===== src/hdl/srd_pkg.sv =====
// Shared constants and types for the receiver clock-mode and stream-detect block.
package srd_pkg;

  // Time base and frame spacing used by the lock monitor.
  localparam int CLK_NS        = 100;
  localparam int FRAME_MIN_NS  = 20000;
  localparam int FRAME_MAX_NS  = 32500;
  localparam int FRAME_MIN_CYC = (FRAME_MIN_NS + CLK_NS - 1) / CLK_NS;
  localparam int FRAME_MAX_CYC = FRAME_MAX_NS / CLK_NS;
  localparam logic [8:0] GAP_MIN    = 9'(FRAME_MIN_CYC);
  localparam logic [8:0] GAP_MAX    = 9'(FRAME_MAX_CYC);
  localparam logic [2:0] RELOCK_CNT = 3'h4;

  // Stream detection.
  localparam logic [12:0] IDLE_LAST   = 13'hFFF;
  localparam logic [15:0] NP_SYNC_A   = 16'h7872;
  localparam logic [15:0] NP_SYNC_B   = 16'h4E1F;
  localparam logic [15:0] CDS14_A     = 16'h1FFF;
  localparam logic [15:0] CDS14_B     = 16'hE800;
  localparam logic [15:0] CDS16_A     = 16'h7FFE;
  localparam logic [15:0] CDS16_B     = 16'h8001;

  // Clock modes and reference selections.
  localparam logic [1:0] MODE_PLL  = 2'h0;
  localparam logic [1:0] MODE_XTAL = 2'h1;
  localparam logic [1:0] MODE_AUTO = 2'h2;
  localparam logic [1:0] MODE_MON  = 2'h3;
  localparam logic [1:0] REF_CS    = 2'h3;

  // Rate codes and ratios.
  localparam logic [3:0]  FS_44K1  = 4'h0;
  localparam logic [3:0]  FS_RSVD  = 4'h1;
  localparam logic [3:0]  FS_48K   = 4'h2;
  localparam logic [3:0]  FS_32K   = 4'h3;
  localparam logic [10:0] RATIO_PLL = 11'h100;
  localparam logic [7:0]  METER_FRAMES = 8'hFF;

  // Pre-emphasis patterns, listed as first bit, second bit, third bit.
  localparam logic [2:0] EMPH_CON = 3'h4;
  localparam logic [2:0] EMPH_PRO = 3'h6;

  typedef struct packed {
    logic [1:0] mode;
    logic [1:0] ratio;
    logic       div;
    logic       ext;
    logic [1:0] freqRef;
    logic       chSel;
  } srd_cfg_t;

  localparam srd_cfg_t CFG_RST = '{mode: 2'h0, ratio: 2'h1, div: 1'h0, ext: 1'h0, freqRef: 2'h0, chSel: 1'h0};

  typedef struct packed {
    logic [7:0] ch1Byte0;
    logic [7:0] ch2Byte0;
    logic [7:0] byte3;
    logic [7:0] byte4;
  } srd_cs_t;

  typedef enum logic [2:0] {
    BC_IDLE = 3'b001,
    BC_INFO = 3'b010,
    BC_LEN  = 3'b100
  } srd_burst_t;

endpackage


===== src/hdl/srd_rate_meter.sv =====
// Sampling-rate measurement against the reference oscillator.
module srd_rate_meter (
  // Clock and reset
  input  wire logic       ref_clk,
  input  wire logic       soft_reset_n,
  // Measurement
  input  wire logic       clear,
  input  wire logic       frameStart,
  input  wire logic       oscTick,
  input  wire logic [1:0] freqRef,
  output logic [3:0]      rateCode
);

  typedef struct packed {
    logic [7:0]  frames;
    logic [11:0] ticks;
    logic [3:0]  code;
  } srd_meter_t;

  srd_meter_t q;
  srd_meter_t d;

  // The oscillator tick runs at reference/256, so 256 frames give about 256fs/fs counts.
  function automatic logic [3:0] classify(input logic [11:0] t, input logic [1:0] sel);
    int n48;
    int n44;
    int n32;
    int v;
    n48 = (sel == 2'h2) ? 512 : (sel == 2'h1) ? 256 : 235;
    n44 = (sel == 2'h2) ? 557 : (sel == 2'h1) ? 279 : 256;
    n32 = (sel == 2'h2) ? 768 : (sel == 2'h1) ? 384 : 352;
    v   = int'(t);
    if (v < n48 - n48 / 8 || v > n32 + n32 / 8) begin
      classify = srd_pkg::FS_RSVD;
    end else if (v * 2 < n48 + n44) begin
      classify = srd_pkg::FS_48K;
    end else if (v * 2 < n44 + n32) begin
      classify = srd_pkg::FS_44K1;
    end else begin
      classify = srd_pkg::FS_32K;
    end
  endfunction

  always_comb begin
    d = q;
    if (oscTick && q.ticks != 12'hFFF) begin
      d.ticks = q.ticks + 12'h001;
    end
    if (frameStart) begin
      d.frames = q.frames + 8'h01;
      if (q.frames == srd_pkg::METER_FRAMES) begin
        d.code  = classify(q.ticks, freqRef);
        d.ticks = 12'h000;
      end
    end
    if (clear) begin
      d = '{frames: 8'h00, ticks: 12'h000, code: srd_pkg::FS_44K1};
    end
  end

  always_ff @(posedge ref_clk or negedge soft_reset_n) begin
    if (!soft_reset_n) begin
      q <= '{frames: 8'h00, ticks: 12'h000, code: srd_pkg::FS_44K1};
    end else begin
      q <= d;
    end
  end

  assign rateCode = q.code;

endmodule


===== src/hdl/srd_mclk_switch.sv =====
// Glitch-free master clock source switch with optional halving of the oscillator path.
module srd_mclk_switch (
  // Clock and reset
  input  wire logic ref_clk,
  input  wire logic soft_reset_n,
  // Sources and control
  input  wire logic enable,
  input  wire logic pllTick,
  input  wire logic oscTick,
  input  wire logic useOsc,
  input  wire logic divHalf,
  // Output
  output logic      mck,
  output logic      onOsc
);

  typedef struct packed {
    logic mck;
    logic onOsc;
    logic half;
  } srd_sw_t;

  srd_sw_t q;
  srd_sw_t d;
  logic    tick;

  always_comb begin
    d    = q;
    tick = q.onOsc ? (oscTick && (!divHalf || q.half)) : pllTick;
    if (oscTick) begin
      d.half = !q.half;
    end
    // The source only changes while the output is low, so the change itself never truncates a high phase.
    if (useOsc != q.onOsc && !q.mck) begin
      d.onOsc = useOsc;
    // A source that stops while the output is high would hold it high forever, so a pending switch lets
    // either source end that high phase; it ends at the first tick of either, so it can be shorter than a normal phase.
    end else if (tick || (useOsc != q.onOsc && (pllTick || oscTick))) begin
      d.mck = !q.mck;
    end
    if (!enable) begin
      d = '{mck: 1'h0, onOsc: 1'h0, half: 1'h0};
    end
  end

  always_ff @(posedge ref_clk or negedge soft_reset_n) begin
    if (!soft_reset_n) begin
      q <= '{mck: 1'h0, onOsc: 1'h0, half: 1'h0};
    end else begin
      q <= d;
    end
  end

  assign mck   = q.mck;
  assign onOsc = q.onOsc;

endmodule


===== src/hdl/srd_clock_stream.sv =====
// Clock mode control, lock monitor, rate and pre-emphasis detection, bitstream detection.
module srd_clock_stream (
  // Clock and reset
  input  wire logic            ref_clk,
  input  wire logic            soft_reset_n,
  // Pins
  input  wire logic            powerDownN,
  input  wire logic            auxAudioIn,
  // Control bits
  input  wire logic            softResetN,
  input  wire logic            partialPowerN,
  input  wire logic [1:0]      clockModeSel,
  input  wire logic [1:0]      crystalRatioSel,
  input  wire logic            divideSel,
  input  wire logic            extClockSel,
  input  wire logic [1:0]      freqReferenceSel,
  input  wire logic            statusChannelSel,
  // Receiver front end
  input  wire logic            frameStart,
  input  wire logic            wordValid,
  input  wire logic [15:0]     rxWord,
  input  wire logic            rxAudioBit,
  input  wire logic            pllTick,
  input  wire logic            oscTick,
  input  wire srd_pkg::srd_cs_t chanStatus,
  // Status
  output logic                 pllUnlocked,
  output logic                 compressedStreamFlag,
  output logic                 cdSurroundStreamFlag,
  output logic [15:0]          burstInfo,
  output logic [15:0]          burstLength,
  output logic [3:0]           detectedRateCode,
  output logic                 preemphFlag,
  // Clock and audio
  output logic                 masterClockOut,
  output logic                 audioSerialOut,
  output logic                 pllEnable,
  output logic                 oscEnable,
  output logic                 oscOut,
  output logic                 auxSelected,
  output logic [10:0]          masterClockRatio
);

  typedef struct packed {
    logic [1:0]         pwrSync;
    logic [1:0]         auxSync;
    srd_pkg::srd_cfg_t  cfg;
    logic [8:0]         gapCnt;
    logic [2:0]         goodCnt;
    logic               unlocked;
    logic [3:0][15:0]   hist;
    logic               npFlag;
    logic [12:0]        npIdle;
    logic               cdFlag;
    logic [12:0]        cdIdle;
    srd_pkg::srd_burst_t burst;
    logic [15:0]        info;
    logic [15:0]        len;
    logic [3:0]         rate;
    logic               emph;
    logic               audio;
    logic               pllEn;
    logic               oscEn;
    logic               oscOut;
    logic               auxSel;
    logic [10:0]        ratio;
  } srd_state_t;

  localparam srd_state_t ST_RST = '{
    pwrSync: 2'h0, auxSync: 2'h0, cfg: srd_pkg::CFG_RST, gapCnt: 9'h000, goodCnt: 3'h0,
    unlocked: 1'h1, hist: 64'h0, npFlag: 1'h0, npIdle: 13'h0000, cdFlag: 1'h0,
    cdIdle: 13'h0000, burst: srd_pkg::BC_IDLE, info: 16'h0000, len: 16'h0000,
    rate: 4'h0, emph: 1'h0, audio: 1'h0, pllEn: 1'h0, oscEn: 1'h0, oscOut: 1'h0,
    auxSel: 1'h0, ratio: 11'h000};

  srd_state_t q;
  srd_state_t d;
  logic       pwrOk;
  logic       useOsc;
  logic       pllOn;
  logic       npHit;
  logic       cdHit;
  logic [3:0] meterCode;
  logic       meterClear;

  // Rate from channel status: consumer copies a nibble, professional decodes.
  function automatic logic [3:0] status_rate(input srd_pkg::srd_cs_t cs);
    logic [1:0] pro;
    pro = cs.ch1Byte0[7:6];
    if (!cs.ch1Byte0[0]) begin
      status_rate = cs.byte3[3:0];
    end else if (pro == 2'h1) begin
      status_rate = srd_pkg::FS_44K1;
    end else if (pro == 2'h2) begin
      status_rate = srd_pkg::FS_48K;
    end else if (pro == 2'h3) begin
      status_rate = srd_pkg::FS_32K;
    end else begin
      unique case (cs.byte4[6:3])
        4'hA:    status_rate = 4'h8;
        4'h2:    status_rate = 4'hA;
        4'hB:    status_rate = 4'hC;
        4'h3:    status_rate = 4'hE;
        default: status_rate = srd_pkg::FS_RSVD;
      endcase
    end
  endfunction

  // Pre-emphasis from byte 0 of the chosen channel.
  function automatic logic emph_of(input logic [7:0] b0);
    if (b0[0]) begin
      emph_of = {b0[2], b0[3], b0[4]} == srd_pkg::EMPH_PRO;
    end else begin
      emph_of = {b0[3], b0[4], b0[5]} == srd_pkg::EMPH_CON;
    end
  endfunction

  assign pwrOk      = q.pwrSync[1];
  assign meterClear = !pwrOk || !softResetN || q.unlocked;
  assign pllOn      = partialPowerN && q.cfg.mode != srd_pkg::MODE_XTAL;
  assign useOsc     = q.cfg.mode == srd_pkg::MODE_XTAL || q.cfg.mode == srd_pkg::MODE_MON ||
                      (q.cfg.mode == srd_pkg::MODE_AUTO && q.unlocked);
  assign npHit = wordValid && q.hist[3] == 16'h0000 && q.hist[2] == 16'h0000 &&
                 q.hist[1] == 16'h0000 && q.hist[0] == srd_pkg::NP_SYNC_A && rxWord == srd_pkg::NP_SYNC_B;
  assign cdHit = wordValid && q.hist[0] == srd_pkg::CDS14_A && rxWord == srd_pkg::CDS14_B;

  always_comb begin
    d         = q;
    d.pwrSync = {q.pwrSync[0], powerDownN};
    d.auxSync = {q.auxSync[0], auxAudioIn};
    // Soft reset keeps only the reference and external-clock settings live.
    d.cfg         = srd_pkg::CFG_RST;
    d.cfg.freqRef = freqReferenceSel;
    d.cfg.ext     = extClockSel;
    if (softResetN) begin
      d.cfg.mode  = clockModeSel;
      d.cfg.ratio = crystalRatioSel;
      d.cfg.div   = divideSel;
      d.cfg.chSel = statusChannelSel;
    end
    // Lock monitor: each frame gap must sit inside the window; a few good gaps relock.
    if (!pllOn) begin
      d.gapCnt   = 9'h000;
      d.goodCnt  = 3'h0;
      d.unlocked = 1'h1;
    end else if (frameStart) begin
      d.gapCnt = 9'h000;
      if (q.gapCnt < srd_pkg::GAP_MIN || q.gapCnt > srd_pkg::GAP_MAX) begin
        d.unlocked = 1'h1;
        d.goodCnt  = 3'h0;
      end else if (q.goodCnt == srd_pkg::RELOCK_CNT - 3'h1) begin
        d.unlocked = 1'h0;
      end else begin
        d.goodCnt = q.goodCnt + 3'h1;
      end
    end else if (q.gapCnt > srd_pkg::GAP_MAX) begin
      d.unlocked = 1'h1;
      d.goodCnt  = 3'h0;
    end else begin
      d.gapCnt = q.gapCnt + 9'h001;
    end
    // Idle frame counting; a sync in the expiry cycle wins below.
    if (frameStart && q.npFlag) begin
      d.npIdle = q.npIdle + 13'h0001;
      if (q.npIdle == srd_pkg::IDLE_LAST) begin
        d.npFlag = 1'h0;
        d.npIdle = 13'h0000;
      end
    end
    if (frameStart && q.cdFlag) begin
      d.cdIdle = q.cdIdle + 13'h0001;
      if (q.cdIdle == srd_pkg::IDLE_LAST) begin
        d.cdFlag = 1'h0;
        d.cdIdle = 13'h0000;
      end
    end
    if (wordValid) begin
      d.hist = {q.hist[2:0], rxWord};
      unique case (q.burst)
        srd_pkg::BC_IDLE: d.burst = srd_pkg::BC_IDLE;
        srd_pkg::BC_INFO: begin
          d.info  = rxWord;
          d.burst = srd_pkg::BC_LEN;
        end
        srd_pkg::BC_LEN: begin
          d.len   = rxWord;
          d.burst = srd_pkg::BC_IDLE;
        end
        default: d.burst = srd_pkg::BC_IDLE;
      endcase
    end
    if (npHit) begin
      d.npFlag = 1'h1;
      d.npIdle = 13'h0000;
      d.burst  = srd_pkg::BC_INFO;
    end
    // Only the 14-bit packing arms the surround flag; the 16-bit word pair never matches cdHit.
    if (cdHit) begin
      d.cdFlag = 1'h1;
      d.cdIdle = 13'h0000;
    end
    if (!softResetN) begin
      d.hist   = 64'h0;
      d.npFlag = 1'h0;
      d.npIdle = 13'h0000;
      d.cdFlag = 1'h0;
      d.cdIdle = 13'h0000;
      d.burst  = srd_pkg::BC_IDLE;
      d.info   = 16'h0000;
      d.len    = 16'h0000;
    end
    // Derived outputs, all registered.
    d.rate   = q.cfg.freqRef == srd_pkg::REF_CS ? status_rate(chanStatus) : meterCode;
    d.emph   = emph_of(q.cfg.chSel ? chanStatus.ch2Byte0 : chanStatus.ch1Byte0);
    d.auxSel = useOsc;
    d.pllEn  = pllOn;
    d.oscEn  = !(q.cfg.mode == srd_pkg::MODE_PLL && q.cfg.freqRef == srd_pkg::REF_CS);
    d.oscOut = d.oscEn && !q.cfg.ext;
    d.ratio  = useOsc ? 11'(11'h080 << q.cfg.ratio) >> q.cfg.div : srd_pkg::RATIO_PLL;
    // Audio is held low in soft reset, and while the PLL path has no lock.
    d.audio  = !softResetN ? 1'h0 : useOsc ? q.auxSync[1] : (!q.unlocked && rxAudioBit);
    if (!pwrOk) begin
      d         = ST_RST;
      d.pwrSync = {q.pwrSync[0], powerDownN};
    end
  end

  always_ff @(posedge ref_clk or negedge soft_reset_n) begin
    if (!soft_reset_n) begin
      q <= ST_RST;
    end else begin
      q <= d;
    end
  end

  srd_rate_meter uMeter (
    .ref_clk    (ref_clk),
    .soft_reset_n       (soft_reset_n),
    .clear      (meterClear),
    .frameStart (frameStart),
    .oscTick    (oscTick && q.oscEn),
    .freqRef    (q.cfg.freqRef),
    .rateCode   (meterCode)
  );

  srd_mclk_switch uSwitch (
    .ref_clk (ref_clk),
    .soft_reset_n    (soft_reset_n),
    .enable  (pwrOk),
    .pllTick (pllTick && q.pllEn),
    .oscTick (oscTick && q.oscEn),
    .useOsc  (useOsc),
    .divHalf (q.cfg.div),
    .mck     (masterClockOut),
    .onOsc   ()
  );

  assign pllUnlocked          = q.unlocked;
  assign compressedStreamFlag = q.npFlag;
  assign cdSurroundStreamFlag = q.cdFlag;
  assign burstInfo            = q.info;
  assign burstLength          = q.len;
  assign detectedRateCode     = q.rate;
  assign preemphFlag          = q.emph;
  assign audioSerialOut       = q.audio;
  assign pllEnable            = q.pllEn;
  assign oscEnable            = q.oscEn;
  assign oscOut               = q.oscOut;
  assign auxSelected          = q.auxSel;
  assign masterClockRatio     = q.ratio;

  AST_NP_SET: assert property (@(posedge ref_clk) disable iff (!soft_reset_n)
    npHit && pwrOk && softResetN |=> compressedStreamFlag) else $error("Compressed flag missed sync.");
  AST_NP_HOLD: assert property (@(posedge ref_clk) disable iff (!soft_reset_n)
    $fell(compressedStreamFlag) |-> $past(frameStart && q.npIdle == 13'hFFF) || $past(!pwrOk || !softResetN))
    else $error("Compressed flag fell early.");
  AST_BURST_LEN: assert property (@(posedge ref_clk) disable iff (!soft_reset_n)
    q.burst == srd_pkg::BC_LEN && wordValid && !npHit && pwrOk && softResetN |=> burstLength == $past(rxWord))
    else $error("Length word not captured.");
  AST_CD16: assert property (@(posedge ref_clk) disable iff (!soft_reset_n)
    !cdSurroundStreamFlag && wordValid && q.hist[0] == 16'h7FFE && rxWord == 16'h8001 |=> !cdSurroundStreamFlag)
    else $error("Surround flag armed by 16-bit sync.");
  AST_UNLOCK: assert property (@(posedge ref_clk) disable iff (!soft_reset_n)
    pwrOk && frameStart && q.gapCnt < srd_pkg::GAP_MIN |=> pllUnlocked) else $error("Short frame gap not flagged.");
  AST_AUX_MODE: assert property (@(posedge ref_clk) disable iff (!soft_reset_n)
    pwrOk && q.cfg.mode == 2'h1 ##1 pwrOk && q.cfg.mode == 2'h1 |=> auxSelected && !pllEnable)
    else $error("Crystal mode not routing aux.");
  AST_OSC_OFF: assert property (@(posedge ref_clk) disable iff (!soft_reset_n)
    (q.cfg.mode == 2'h0 && q.cfg.freqRef == 2'h3)[*2] |-> !oscEnable) else $error("Oscillator left on.");
  AST_CONS_RATE: assert property (@(posedge ref_clk) disable iff (!soft_reset_n)
    pwrOk && q.cfg.freqRef == 2'h3 && !chanStatus.ch1Byte0[0] |=> !pwrOk || detectedRateCode == $past(chanStatus.byte3[3:0]))
    else $error("Consumer rate not copied.");
  AST_POWER_DOWN: assert property (@(posedge ref_clk) disable iff (!soft_reset_n)
    !pwrOk |=> !audioSerialOut && !masterClockOut && !compressedStreamFlag && masterClockRatio == 11'h000)
    else $error("Outputs active in power-down.");

endmodule


===== config.mk =====
export PLATFORM = sky130hd
export DESIGN_NAME = srd_clock_stream
export DESIGN_NICKNAME = d
export VERILOG_FILES = /design/src/hdl/srd_pkg.sv /design/src/hdl/srd_rate_meter.sv /design/src/hdl/srd_mclk_switch.sv /design/src/hdl/srd_clock_stream.sv
export SDC_FILE = /design/constraint.sdc
export NUM_CORES = 1
export LEC_CHECK = 0
export BUFFER_PORTS_ARGS = -buffer_cell sky130_fd_sc_hd__buf_2
export CAP_MARGIN = 20
export CORE_ASPECT_RATIO = 1.75
export CORE_UTILIZATION = 58
export DETAILED_ROUTE_END_ITERATION = 10
export PLACE_DENSITY = 0.84
export SYNTH_ARGS = -nofsm -noshare
export SYNTH_HDL_FRONTEND = slang
export SYNTH_SLANG_ARGS = --single-unit
export TNS_END_PERCENT = 1

===== constraint.sdc =====
create_clock -name ref_clk -period 3 [get_ports ref_clk]
set_clock_uncertainty 0.2 [all_clocks]
set_input_delay 0.3 -clock ref_clk [delete_from_list [all_inputs] [get_ports ref_clk]]
set_output_delay 0.3 -clock ref_clk [all_outputs]
set_load 0.05 [all_outputs]

==> impl_results.md <==
* Die X at approximately 100 um
* Area leader, netlist: dfrtp_1
* Share of cells above drive strength 1 at around 15%
* Layout Cells excl Fill at 1336
* Starting Density at between 50% and 60%
* Min-Delay Path Class: primary input to register
* Max clock buf depth at 2
* Sw frac at about 25%
* Post-route cell area at 0.0112 mm^2
* Final antenna-violating net count at 0
* Worst-Margin Slew at 1000 ps
* Pleak at ~0.0052 uW
* CP Data Required Time at 3160 ps
* Number of remaining DRC errors at 0
* RSZ-0062 raised after global routing: no
* DR vias at around 7700
* Fraction of registers with async set/reset at 100%
* Drt pass-1 iters at 5
* Area Overhead vs Synth at 14.5%
* H-tree depth at 4
* Hold path start: partialPowerN
* Sequential area share after synthesis at between 40% and 50%
* Initial DRC count at 393
* R2R Path Start: q[163]$_DFF_PN0_
* Fin Setup TNS at 0 ps
* Multi-input gate area at roughly 0.0044 mm^2
* Final slew viol count at 0
* DP Cell Count at approximately 1300
* Post-synth top flop: dfrtp_1
* Syn. warnings at 0
* Placed cell areas at about 0.010 mm^2
* Critical Path Start Type: register
* Syn Std Cell Area at 0.00974 mm^2
* Synth Register Bits at just under 200
* Yosys top cell area share at between 40% and 50%
* Routed wire per std cell at about 17 um
* VDD IR max at about 0.00035 V
* Reg2reg setup slack at between 150 and 200 ps
* Post-Synthesis Cells at about 1000
* Comb pwr share at a little under 8%
* Post-layout nets at around 1200
* Hold path cells at 3
* Data arrival time of the worst path at around 3000 ps
* Die area at ~0.017 mm^2
* Vias in the first global route at a little under 8000
* FF+latch area at roughly 0.0048 mm^2
* Psw at 1350 uW
* Postcts setup bufs at 0
* FF-to-FF path depth at 13
* IO Port Bufs at approximately 110
* CTS tree: built
* Clock power share at 42.4%
* Syn avg cell area at just under 10 um^2
* Initial antenna violation count at 0
* Most common cell after layout, fill and taps aside: dfrtp_1
* Worst R2R End: uMeter.rateCode[1]$_DFFE_PN0P_
* EDFF count, synth at 0
* Clk sink count at approximately 190
* Final hold violation count at 0
* Reg clk slew, reported paths at 80 ps
* Post-route minimum period at 2810 ps
* Synth area leaders: dfrtp_1 (49%), mux2i_1 (7.1%), nor2_1 (5.8%)
* Row count at 62
* Global-route wire length before repair at around 38 mm
* Critical Path Sink Type: register
* Cell area power density at roughly 480 mW/mm^2
* Final setup viols at 0
* GPL Wtd Cong at approximately 0.9
* Ports at about 130
* Outcome: finished, final reports clean
* Seq pwr share at approximately half
* Hold EP: pllEnable$_DFF_PN0_
* Commonest non-fill, non-tap cells in the layout: dfrtp_1 (190), nor2_1 (150), nand2_1 (110)
* Total global-route track usage at 27.9%
* Tcrit/Tclk final at between 90% and 100%
* P_int at 3980 uW
* TritonCTS buffer count at 17
* Clock latency on the worst-skew pair at about 450 ps
* Core area at between 0.015 and 0.02 mm^2
* Post-DR vias/cell at between 5 and 6
* Max Cap Viol at 0
* Root buffer cell: clkbuf_16
* Final HPWL DP at between 10 and 15 mm
* Total global routing overflow at 0
* Count of different cell masters after synthesis at 55
* FILL cells at 1203
* Critical path class: register to register
* Critical path peak fanout at 4
* Drt total wl at 23.1 mm
* Slew headroom at 33.1%
* Die Ht at 173 um
* Max Fclk at between 300 and 400 MHz
* Largest net degree at the start of global routing at 103
critical path, cell delays in order, from the launching register on:
cell and delay (ps):
dfrtp_1 430, inv_1 100, ha_1 230, inv_1 90
ha_1 180, a21oi_1 130, nor2_1 60, ha_1 270
nand2_1 50, nor3_1 170, mux2i_1 100, o31a_1 120
or4_1 470, o22ai_1 140
metrics by stage:
stage                     hold slack (ps)  util, %  worst slack [ps]  total power (uW)
after floorplan                      -196        -               456              2920
after detailed placement              147     62.0               202              3080
after global placement                139     62.0               262              3070
final                                32.2     67.8               186              5330
after global routing                 51.1     67.8              44.8              5490
after CTS                            36.7     67.8               192              5340
Yosys cell counts, types with 9 or more instances:
| master | n |
|---|---|
| dfrtp_1 | 190 |
| nor2_1 | 150 |
| nand2_1 | 111 |
| mux2i_1 | 69 |
| a21oi_1 | 68 |
| buf_4 | 47 |
| ha_1 | 43 |
| xor2_1 | 29 |
| o21ai_0 | 27 |
| clkbuf_1 | 26 |
| inv_1 | 24 |
| nand4_1 | 23 |
| nand3_1 | 22 |
| nor4_1 | 20 |
| nor3_1 | 14 |
| and3_1 | 12 |
| and2_1 | 10 |
| nor2b_1 | 10 |
| xnor2_1 | 10 |
| nand2b_1 | 9 |
logic make-up (layout without fill, tap and decap cells):
logic type,Yosys count,in the layout,synth area share [%]
AO/OA/AOI/OAI,137,137,8.14
adder cells (fa/ha/maj),43,43,5.52
flip-flops,193,193,49.6
XOR/XNOR,39,39,3.51
AND/OR/NAND/NOR,416,416,20.1
multiplexers,69,69,7.09
buffers and inverters,106,208,5.96
other,1,7,0.0385
worst max path at each step:
stage	startpoint	to	slack (ps)	cells past startpoint
6_report	q[163]$_DFF_PN0_	uMeter.rateCode[1]$_DFFE_PN0P_	190	13
5_1_grt	q[163]$_DFF_PN0_	uMeter.rateCode[1]$_DFFE_PN0P_	40	13
4_1_cts	q[162]$_DFF_PN0_	uMeter.rateCode[1]$_DFFE_PN0P_	190	9
3_5_place_dp	q[162]$_DFF_PN0_	uMeter.rateCode[1]$_DFFE_PN0P_	200	10
3_3_place_gp	q[163]$_DFF_PN0_	uMeter.rateCode[1]$_DFFE_PN0P_	260	13
2_1_floorplan	q[162]$_DFF_PN0_	uMeter.rateCode[1]$_DFFE_PN0P_	460	10
power by group through the flow:
| stage | Sequential, uW | Clock (uW) | Combinational, uW |
|---|---|---|---|
| 5_1_grt | 2650 | 2370 | 464 |
| 3_5_place_dp | 2700 | 0 | 378 |
| 3_3_place_gp | 2700 | 0 | 371 |
| 6_report | 2650 | 2260 | 420 |
| 4_1_cts | 2650 | 2280 | 415 |
| 2_1_floorplan | 2710 | 0 | 209 |
cell type report:
class                      instances  share of cell area, %
sequential                       193                   43.3
clock inverter                    13                   1.28
timing repair buffer             152                   9.00
antenna                            1                 0.0224
tap                              224                   2.51
clock buffer                      19                   3.97
multi-input combinational        710                   39.1
inverter                          24                  0.807
metal layers:
metal / part of all wire (%) / vias to the layer above / global-route usage, %
li1: - / 3578 / -
met1: 37 / 3820 / 30.7
met2: 55 / 276 / 50.9
met3: 4.3 / 69 / 4.60
met4: 3.9 / 0 / 13.9
met5: 0 / - / 0
state kept, by name (all words and copies together) (netlist names):
register / cells
audioSerialOut: 1
auxSelected: 1
burstInfo: 16
burstLength: 16
cdSurroundStreamFlag: 1
compressedStreamFlag: 1
detectedRateCode: 4
masterClockRatio: 5
oscEnable: 1
oscOut: 1
pllEnable: 1
pllUnlocked: 1
preemphFlag: 1
pwrOk: 1
q: 117
uMeter.q: 20
uMeter.rateCode: 2
uSwitch.mck: 1
uSwitch.onOsc: 1
uSwitch.q: 1
timing repair:
item | 4_1_cts | 5_1_grt
gates resized for setup | 0 | 2
setup endpoints to repair | 0 | 1
hold buffers | 37 | 0
endpoints found under the hold margin | 124 | 0
No activity file was read; power rests on OpenSTA's default activity.
